### config.mk
export PLATFORM = sky130hd
export DESIGN_NAME = srt_tuning
export DESIGN_NICKNAME = d
export VERILOG_FILES = /design/src/hw/srt_tuning.v
export VERILOG_INCLUDE_DIRS = /design/src /design/src/hw
export SDC_FILE = /design/constraint.sdc
export NUM_CORES = 1
export LEC_CHECK = 0
export ABC_AREA = 1
export BUFFER_PORTS_ARGS = -buffer_cell sky130_fd_sc_hd__buf_2
export CAP_MARGIN = 10
export CORE_MARGIN = 2
export CORE_UTILIZATION = 50
export DETAILED_ROUTE_END_ITERATION = 12
export GPL_ROUTABILITY_DRIVEN = 0
export PLACE_DENSITY = 0.67
export SLEW_MARGIN = 0
export SYNTH_ARGS = -nofsm -noshare
export SYNTH_HDL_FRONTEND = slang
export SYNTH_HIERARCHICAL = 1
export SYNTH_SLANG_ARGS = --single-unit
### constraint.sdc
create_clock -name clk -period 2.79 [get_ports clk]
set_clock_uncertainty 0.2 [all_clocks]
set_input_delay 0.1395 -clock clk [delete_from_list [all_inputs] [get_ports clk]]
set_output_delay 0.1395 -clock clk [all_outputs]
set_load 0.02 [all_outputs]
### src/hw/srt_defs.vh
// Purpose: constants for the rise-parameter tuning sequencer
// Assumes: 200 MHz clk, synchronous active-high reset
// Notes: offsets are word indices on the plain register port
//
// Behaviour
// - After start sequence, tuning-active goes high and auto-tuning runs.
// - Successful rise result stored, tuning status bit 0 set.
// - Auto-tuning end drops tuning-active and returns to PID control.
// - Rise computed only if PID nonzero, value stable two minutes, in range, limiter zero.
// - Conditions unmet: only PID constants, status bit 2 set, tuning stays active.
// - Value leaving range after start ends auto-tuning as failed; the code ends it only while the rise parameter is being computed.
// - No gradient or short saturation during auto-tuning sets status bit 1.
// - Self-tuning start raises tuning-active and computes the rise parameter.
// - Self-tuning success stores value, sets bit 1, drops active, resumes PID.
// - Self-tuning unable to start sets self status bit 8.
// - Self-tuning gradient or saturation failure sets self status bit 9.
// - Abnormal self-tuning end stops the rise calculation.
// - Auto-tuning before self-tuned result: no rise result, only PID constants.
// - Auto-tuning after self-tuned result keeps that value, updates PID only.
`ifndef SRT_DEFS_VH
`define SRT_DEFS_VH
`define SRT_ADDR_W 4
`define SRT_OFF_CTRL 4'h0
`define SRT_OFF_IRQ_STAT 4'h1
`define SRT_OFF_IRQ_MASK 4'h2
`define SRT_OFF_LINES 4'h3
`define SRT_OFF_MODE_SEL 4'h4
`define SRT_OFF_SELF_SET 4'h8
`define SRT_OFF_TUNE_STAT 4'hc
`define SRT_OFF_SELF_STAT 4'hc
`define SRT_TS_DONE 0
`define SRT_TS_ERR 1
`define SRT_TS_DIS 2
`define SRT_SS_DONE 1
`define SRT_SS_DIS 8
`define SRT_SS_ERR 9
`define SRT_MODE_RISE_AT 16'h0001
`define SRT_SELF_RISE 16'h0002
`define SRT_SELF_BOTH 16'h0003
`define SRT_STABLE_S 120
`define SRT_CLK_HZ 200000000
`define SRT_STABLE_CYC 36'd24000000000
`endif

### src/hw/srt_tuning.v
// Purpose: per-channel rise-parameter tuning sequencer, four channels
// Assumes: one clock, the loop-side measurements arrive as pins and are synchronised
// Notes: the PID and gradient maths are outside; only their outcomes drive this block
//        outcome pins are levels held for at least three clocks so the sync sees them
`timescale 1ns/1ps
`include "srt_defs.vh"

////////////////////////////////////////////////////////////////////////
// Two-flop synchroniser; the first stage feeds nothing but the second,
// so a metastable first stage never reaches the sequencer logic
module srt_sync2 #(
    parameter W = 1
) (
    // Clock and reset
    input wire clk,
    input wire rst,
    // Data
    input wire [W-1:0] d,
    output reg [W-1:0] q_reg
);
    reg [W-1:0] meta_reg;
    always @(posedge clk) begin
        if (rst) begin
            meta_reg <= {W{1'b0}};
            q_reg <= {W{1'b0}};
        end else begin
            meta_reg <= d;
            q_reg <= meta_reg;
        end
    end
endmodule

module srt_tuning #(
    parameter [35:0] STABLE_CYC = `SRT_STABLE_CYC
) (
    // Clock and reset
    input wire clk,
    input wire rst,
    // Register port
    input wire [3:0] addr,
    input wire [15:0] wdata,
    input wire wr,
    input wire rd,
    output reg [15:0] rdata,
    // Host lines
    input wire mode_request_line,
    input wire [3:0] tuning_request_lines,
    output reg mode_status_line,
    output reg [3:0] tuning_active_lines,
    // Loop measurement pins, per channel
    input wire [3:0] pid_nonzero,
    input wire [3:0] process_value_in_range,
    input wire [3:0] process_value_stable,
    input wire [3:0] output_limit_zero,
    input wire [3:0] tune_done,
    input wire [3:0] calc_fail,
    input wire [3:0] self_start_ok,
    input wire [3:0] self_start_bad,
    input wire [3:0] self_abort,
    // Results
    output reg [3:0] pid_control,
    output reg [3:0] rise_store,
    output reg irq
);
    localparam ST_IDLE = 2'd0;
    localparam ST_AT = 2'd1;
    localparam ST_SELF = 2'd2;

    ////////////////////////////////////////////////////////////////////////
    // Host lines and loop pins come from other domains: two flops each before use
    wire [4:0] host_raw = {mode_request_line, tuning_request_lines};
    wire [4:0] host_sync;
    wire [35:0] loop_raw = {pid_nonzero, process_value_in_range, process_value_stable,
        output_limit_zero, tune_done, calc_fail, self_start_ok, self_start_bad, self_abort};
    wire [35:0] loop_sync;
    srt_sync2 #(
        .W(5)
    ) u_sync_host (
        .clk(clk),
        .rst(rst),
        .d(host_raw),
        .q_reg(host_sync)
    );
    srt_sync2 #(
        .W(36)
    ) u_sync_loop (
        .clk(clk),
        .rst(rst),
        .d(loop_raw),
        .q_reg(loop_sync)
    );
    wire s_mode = host_sync[4];
    wire [3:0] s_req = host_sync[3:0];
    wire [3:0] s_pid = loop_sync[35:32];
    wire [3:0] s_rng = loop_sync[31:28];
    wire [3:0] s_stb = loop_sync[27:24];
    wire [3:0] s_lim = loop_sync[23:20];
    wire [3:0] s_done = loop_sync[19:16];
    wire [3:0] s_fail = loop_sync[15:12];
    wire [3:0] s_sok = loop_sync[11:8];
    wire [3:0] s_sbad = loop_sync[7:4];
    wire [3:0] s_sab = loop_sync[3:0];

    ////////////////////////////////////////////////////////////////////////
    // Mode line edge: setting mode to operation mode
    // The status line only reports operation once the synchronised request is seen
    reg mode_d_reg;
    reg [3:0] req_d_reg;
    wire mode_rise = s_mode & ~mode_d_reg;
    wire [3:0] req_rise = s_req & ~req_d_reg;
    always @(posedge clk) begin
        if (rst) begin
            mode_d_reg <= 1'b0;
            req_d_reg <= 4'h0;
            mode_status_line <= 1'b0;
        end else begin
            mode_d_reg <= s_mode;
            req_d_reg <= s_req;
            mode_status_line <= s_mode;
        end
    end

    // Stable-for-two-minutes counters, one per channel
    // 120 s at 200 MHz needs 35 bits; the counter saturates instead of wrapping,
    // so a long quiet spell never makes the value look unstable again
    reg [3:0] stable_ok_reg;
    reg [35:0] stab_cnt [0:3];

    ////////////////////////////////////////////////////////////////////////
    // Per-channel registers
    // Every channel has its own sequencer, flags and settings; only the mode line and its edge mode_rise are shared
    // Status bit 1 merges the auto-tuning error and the self-tuning completion,
    // so software reading a channel word sees both outcomes in one place
    reg [15:0] mode_sel_reg [0:3];
    reg [15:0] self_set_reg [0:3];
    reg [2:0] tstat_reg [0:3];
    reg [1:0] sstat_reg [0:3];
    reg [1:0] sstat_hi_reg [0:3];
    reg [1:0] state_reg [0:3];
    reg [3:0] armed_reg;
    reg [3:0] rise_ok_reg;
    reg [3:0] self_have_reg;
    reg [3:0] ev_reg;
    reg [3:0] irq_stat_reg;
    reg [3:0] irq_mask_reg;
    wire irq_clr = wr && addr == `SRT_OFF_IRQ_STAT;
    integer i;

    always @(posedge clk) begin
        if (rst) begin
            armed_reg <= 4'h0;
            rise_ok_reg <= 4'h0;
            self_have_reg <= 4'h0;
            ev_reg <= 4'h0;
            tuning_active_lines <= 4'h0;
            pid_control <= 4'hf;
            rise_store <= 4'h0;
            stable_ok_reg <= 4'h0;
            for (i = 0; i < 4; i = i + 1) begin
                mode_sel_reg[i] <= 16'h0;
                self_set_reg[i] <= 16'h0;
                tstat_reg[i] <= 3'h0;
                sstat_reg[i] <= 2'h0;
                sstat_hi_reg[i] <= 2'h0;
                state_reg[i] <= ST_IDLE;
                stab_cnt[i] <= 36'h0;
            end
        end else begin
            ev_reg <= 4'h0;
            rise_store <= 4'h0;
            for (i = 0; i < 4; i = i + 1) begin
                if (!s_stb[i])
                    stab_cnt[i] <= 36'h0;
                else if (stab_cnt[i] < STABLE_CYC)
                    stab_cnt[i] <= stab_cnt[i] + 36'h1;
                stable_ok_reg[i] <= s_stb[i] && stab_cnt[i] >= STABLE_CYC - 1;
                if (wr && !mode_status_line && addr == `SRT_OFF_MODE_SEL + i)
                    mode_sel_reg[i] <= wdata;
                if (wr && addr == `SRT_OFF_SELF_SET + i)
                    self_set_reg[i] <= wdata;
                if (req_rise[i] && !s_mode)
                    armed_reg[i] <= 1'b1;
                // Clear ahead of the sequencer so an error raised in the same cycle wins
                if (wr && addr == `SRT_OFF_SELF_SET + i && wdata != self_set_reg[i])
                    sstat_hi_reg[i][1] <= 1'b0;
                case (state_reg[i])
                    ST_IDLE: begin
                        if (mode_rise && armed_reg[i]) begin
                            armed_reg[i] <= 1'b0;
                            state_reg[i] <= ST_AT;
                            tuning_active_lines[i] <= 1'b1;
                            pid_control[i] <= 1'b0;
                            if (mode_sel_reg[i] == `SRT_MODE_RISE_AT && !self_have_reg[i]
                                && s_pid[i] && stable_ok_reg[i] && s_rng[i] && s_lim[i]) begin
                                rise_ok_reg[i] <= 1'b1;
                            end else begin
                                rise_ok_reg[i] <= 1'b0;
                                if (mode_sel_reg[i] == `SRT_MODE_RISE_AT && !self_have_reg[i])
                                    tstat_reg[i][`SRT_TS_DIS] <= 1'b1;
                            end
                            // a running self-tuning is cancelled without result
                        // Self-tuning waits for operation mode and a rise-producing setting
                        end else if (s_mode && (self_set_reg[i] == `SRT_SELF_RISE
                                     || self_set_reg[i] == `SRT_SELF_BOTH)
                                     && !self_have_reg[i]) begin
                            if (s_sok[i]) begin
                                state_reg[i] <= ST_SELF;
                                tuning_active_lines[i] <= 1'b1;
                            end else if (s_sbad[i]) begin
                                sstat_hi_reg[i][0] <= 1'b1;
                                ev_reg[i] <= 1'b1;
                            end
                        end
                    end
                    ST_AT: begin
                        // Range loss only aborts a run that is computing the rise parameter
                        if (s_rng[i] == 1'b0 && rise_ok_reg[i]) begin
                            state_reg[i] <= ST_IDLE;
                            tuning_active_lines[i] <= 1'b0;
                            pid_control[i] <= 1'b1;
                            ev_reg[i] <= 1'b1;
                        end else if (s_fail[i] && rise_ok_reg[i]) begin
                            tstat_reg[i][`SRT_TS_ERR] <= 1'b1;
                            rise_ok_reg[i] <= 1'b0;
                        end else if (s_done[i]) begin
                            state_reg[i] <= ST_IDLE;
                            tuning_active_lines[i] <= 1'b0;
                            pid_control[i] <= 1'b1;
                            ev_reg[i] <= 1'b1;
                            if (rise_ok_reg[i]) begin
                                rise_store[i] <= 1'b1;
                                tstat_reg[i][`SRT_TS_DONE] <= 1'b1;
                            end
                        end
                    end
                    ST_SELF: begin
                        // A start sequence during self-tuning drops its result, tunes PID only
                        if (mode_rise && armed_reg[i]) begin
                            armed_reg[i] <= 1'b0;
                            state_reg[i] <= ST_AT;
                            rise_ok_reg[i] <= 1'b0;
                            pid_control[i] <= 1'b0;
                        end else if (s_sab[i]) begin
                            state_reg[i] <= ST_IDLE;
                            tuning_active_lines[i] <= 1'b0;
                            ev_reg[i] <= 1'b1;
                        end else if (s_fail[i]) begin
                            state_reg[i] <= ST_IDLE;
                            tuning_active_lines[i] <= 1'b0;
                            sstat_hi_reg[i][1] <= 1'b1;
                            ev_reg[i] <= 1'b1;
                        end else if (s_done[i]) begin
                            state_reg[i] <= ST_IDLE;
                            tuning_active_lines[i] <= 1'b0;
                            pid_control[i] <= 1'b1;
                            rise_store[i] <= 1'b1;
                            sstat_reg[i][1] <= 1'b1;
                            self_have_reg[i] <= 1'b1;
                            ev_reg[i] <= 1'b1;
                        end
                    end
                    default: state_reg[i] <= ST_IDLE;
                endcase
            end
        end
    end

    ////////////////////////////////////////////////////////////////////////
    // Interrupt status: set wins over write-one-to-clear
    // irq is registered, so it trails a status change by one cycle
    always @(posedge clk) begin
        if (rst) begin
            irq_stat_reg <= 4'h0;
            irq_mask_reg <= 4'h0;
            irq <= 1'b0;
        end else begin
            irq_stat_reg <= (irq_stat_reg & ~(irq_clr ? wdata[3:0] : 4'h0)) | ev_reg;
            if (wr && addr == `SRT_OFF_IRQ_MASK)
                irq_mask_reg <= wdata[3:0];
            irq <= |(irq_stat_reg & irq_mask_reg);
        end
    end

    ////////////////////////////////////////////////////////////////////////
    // Read port: one cycle latency; one status word per channel holds both tuning and self status
    // rdata returns to zero when no read is pending, so stale words never linger
    always @(posedge clk) begin
        if (rst) begin
            rdata <= 16'h0;
        end else if (rd) begin
            case (addr)
                `SRT_OFF_IRQ_STAT: rdata <= {12'h0, irq_stat_reg};
                `SRT_OFF_IRQ_MASK: rdata <= {12'h0, irq_mask_reg};
                `SRT_OFF_LINES: rdata <= {11'h0, mode_status_line, tuning_active_lines};
                4'h4, 4'h5, 4'h6, 4'h7: rdata <= mode_sel_reg[addr[1:0]];
                4'h8, 4'h9, 4'ha, 4'hb: rdata <= self_set_reg[addr[1:0]];
                4'hc, 4'hd, 4'he, 4'hf: rdata <= {6'h0, sstat_hi_reg[addr[1:0]], 5'h0,
                    tstat_reg[addr[1:0]][2], sstat_reg[addr[1:0]][1] |
                    tstat_reg[addr[1:0]][1], tstat_reg[addr[1:0]][0]};
                default: rdata <= 16'h0;
            endcase
        end else begin
            rdata <= 16'h0;
        end
    end
endmodule

==> impl_metrics.yaml <==
route:
  final_antenna_net_count: 0
  routedWlPerCell_um: 16.6
  vias: 20327
  dr.pass1.iters: 7
  viasPerCell: 5.26
  drcViolationCount: 0
  initialDrtViolationCount: 2023
  wirelength_um: 63900
synth:
  syn_area_mm2: 0.0236
  synth.distinct_cells: 42
  ys_ff_latch: 448
  syn-instance-count: 3005
  yosysWarnings: 6
  ys_seq_area_share_pct: 50.2
  ys.flop_type: "edfxtp_1"
  avgSynthCellArea_um2: 7.86
  synth_edf_count: 289
  async_reset_ff_share_pct: 0
finish:
  nNetsFinal: 3298
  nFillCells: 4152
  final_cell_mix: "688 x nor2_1, 611 x nand2_1, 436 x inv_1"
  syn_to_final_growth_pct: 15.7
  drive_gt1_share_pct: 7.86
  regArea_mm2: 0.0119
  diodes: 0
  largest_register_ffs: 144
  multiInputGateArea_mm2: 0.00969
  final_common_cell: "nor2_1"
job:
  max_cap_violations: 0
hold_path:
  min_to: "mode_sel_reg[3][7]"
  hold_depth: 4
  holdCritPathClass: "primary input to flip-flop"
  min_from: "wdata[7]"
critical_path:
  reg2reg_slack_ps: 370
  path_class: "primary input to flip-flop"
  rr_endpoint: "stab_cnt[3][29]"
  crit_fanout: 10
  crit_top_cell: "dlygate4sd3_1"
  crit_buf_inv: 4
  cpLargestDelayFamily: "buffers and inverters"
  slowest_stage: "dlygate4sd3_1"
  crit_required_ps: 3070
  critPathMaxStageDelay_ps: 670
  timing.rr.start: "stab_cnt[3][14]"
  cp_cell_sequence: "dlygate4sd3_1 > buf_2 > nor2_2 > nand3_2 > dlygate4sd3_1 > o21ai_0 > a21oi_1 > dlygate4sd3_1"
  worst_ep_arrival_time_ps: 2770
  worst_setup_path_end_kind: "flip-flop"
  startpoint_type: "primary input"
  ff2ff_path_depth: 7
timing:
  hold_viol: 0
  fmax_mhz: 401
  setup_viol: 0
  slew_violations: 0
  timing_worst_slew_pin_value_ps: 933
  max_slew_margin_pct: 37.6
  final.setup.tns_ps: 0
  finalCriticalPeriod_ps: 2490
  whs_ps: 35.0
  post-route-period-util_pct: 89.3
  rsz0062_at_grt: "no"
power:
  pwr-share-clk_pct: 42.8
  p_comb_share_pct: 7.8
  powerDensity_mw_per_mm2: 551
  p_int_mw: 11.3
  pwr-share-seq_pct: 49.4
  ir_drop_mv: 0.531
  p_switching_mw: 3.73
  p_leak_nw: 11.0
  switching_share_pct: 24.7
cts:
  cts_tree: "built"
  clk_latency_ps: 610
  clk_path_buf_depth: 3
  htree_num_levels: 2
  cts.clk_slew.worst_paths_ps: 60
  cts-root-buf: "clkbuf_16"
  cts.sinks: 448
  cts_made_buffers: 50
place:
  io_buffers: 94
  place_hpwl_um: 46700
floorplanning:
  die_x_um: 221
  die_area_mm2: 0.0490
  core-area_mm2: 0.0466
  initial_core_util_pct: 50.8
  die_height_um: 221
  rows: 79
  num_io_pins: 95
global_route:
  grt_max_degree: 62
  antenna_found_initial: 0
  grt_pass1_vias: 19511
  grt_pass1_wl_um: 101000
  grt-ovfl-total: 0
  grt_use_total_pct: 25.8
status:
  status: "finished clean"
==> power by group through the flow <==
stage / combinational [mW] / clock, mW / sequential [mW]
after floorplan: 0.686 / 0 / 7.55
after global placement: 1.03 / 0 / 7.58
after detailed placement: 1.05 / 0 / 7.59
after CTS: 1.15 / 6.54 / 7.45
after global routing: 1.29 / 6.80 / 7.47
final: 1.18 / 6.44 / 7.45
==> cells by family after synthesis <==
logic type                 synth area share, %
DFF                                       50.2
xor gates and xnor gates                  5.75
adders and majority gates                 1.06
other                                   0.0159
buffers and inverters                     8.86
and+or+nand+nor                           29.1
AOI/OAI and AO/OA                         5.00
==> per-stage QoR <==
| stage | instances | setup slack, ps | cell area, um2 | util [%] | total power [mW] |
|---|---|---|---|---|---|
| finish | 3862 | 299 | 27300 | 58.7 | 15.1 |
| global route | 3862 | 76.3 | 27300 | 58.7 | 15.6 |
| CTS | 3860 | 96.7 | 27300 | 58.7 | 15.1 |
| detailed placement | 3674 | 385 | 24800 | 53.2 | 8.64 |
| global placement | 3674 | 486 | 24800 | 53.2 | 8.61 |
| floorplan | 3008 | 355 | 23600 | - | 8.24 |
==> worst max path at each step <==
stage | from | to | slack, ps | cells past startpoint
6_report | addr[3] | irq_mask_reg[3] | 300 | 8
5_1_grt | stab_cnt[3][14] | stab_cnt[3][0] | 80 | 7
4_1_cts | addr[1] | irq_mask_reg[3] | 100 | 9
3_5_place_dp | stab_cnt[3][20] | stab_cnt[3][29] | 380 | 7
3_3_place_gp | stab_cnt[3][20] | stab_cnt[3][34] | 490 | 7
2_1_floorplan | mode_d_reg | mode_sel_reg[0][0] | 350 | 3
==> area by class of cell <==
| class | count | area share (%) |
|---|---|---|
| sequential | 448 | 43.4 |
| multi-input combinational | 2034 | 35.4 |
| timing repair buffer | 230 | 6.35 |
| inverter | 449 | 6.16 |
| clock buffer | 68 | 5.25 |
| tap | 607 | 2.78 |
| clock inverter | 26 | 0.650 |
==> cells in the mapped netlist (all sizes together) (4+ instances only) <==
cell type  count  share of area [%]
nand4         84                2.3
nand2        612                9.7
xnor2         92                3.4
clkinv         8               0.13
nor3          42               0.89
or2            6               0.16
and2           4               0.11
a21oi         66                1.4
buf           50                1.3
nand3        154                3.4
ha            20                1.1
o21ai         94                2.0
xor2          63                2.3
a211oi         6               0.19
o21bai         4               0.13
and3           4               0.11
inv          441                7.0
nor2         705                 12
edfxtp       289                 37
nand3b        23               0.73
dfxtp        159                 13
o22ai         35               0.93
clkbuf        27               0.43
==> worst min-delay path, stage by stage <==
cell and delay, ps:
buf_2 170, clkinv_1 60, buf_4 220, nor2_1 70
==> what timing repair did <==
action | in CTS | in global routing
resized for setup | 0 | 1
hold buffers | 92 | 0
hold endpoints to repair | 149 | 0
buffers inserted | 0 | 2
endpoints found under the setup margin | 0 | 1
==> per-layer routing <==
| layer | GRT usage (%) | part of all wire, % | vias to the layer above |
|---|---|---|---|
| li1 | - | - | 9983 |
| met4 | 10.2 | 3.7 | 0 |
| met3 | 4.18 | 7.8 | 167 |
| met2 | 43.0 | 46 | 816 |
| met5 | 0 | 0 | - |
| met1 | 33.7 | 42 | 9361 |
Power figures use the tool's default switching activity.
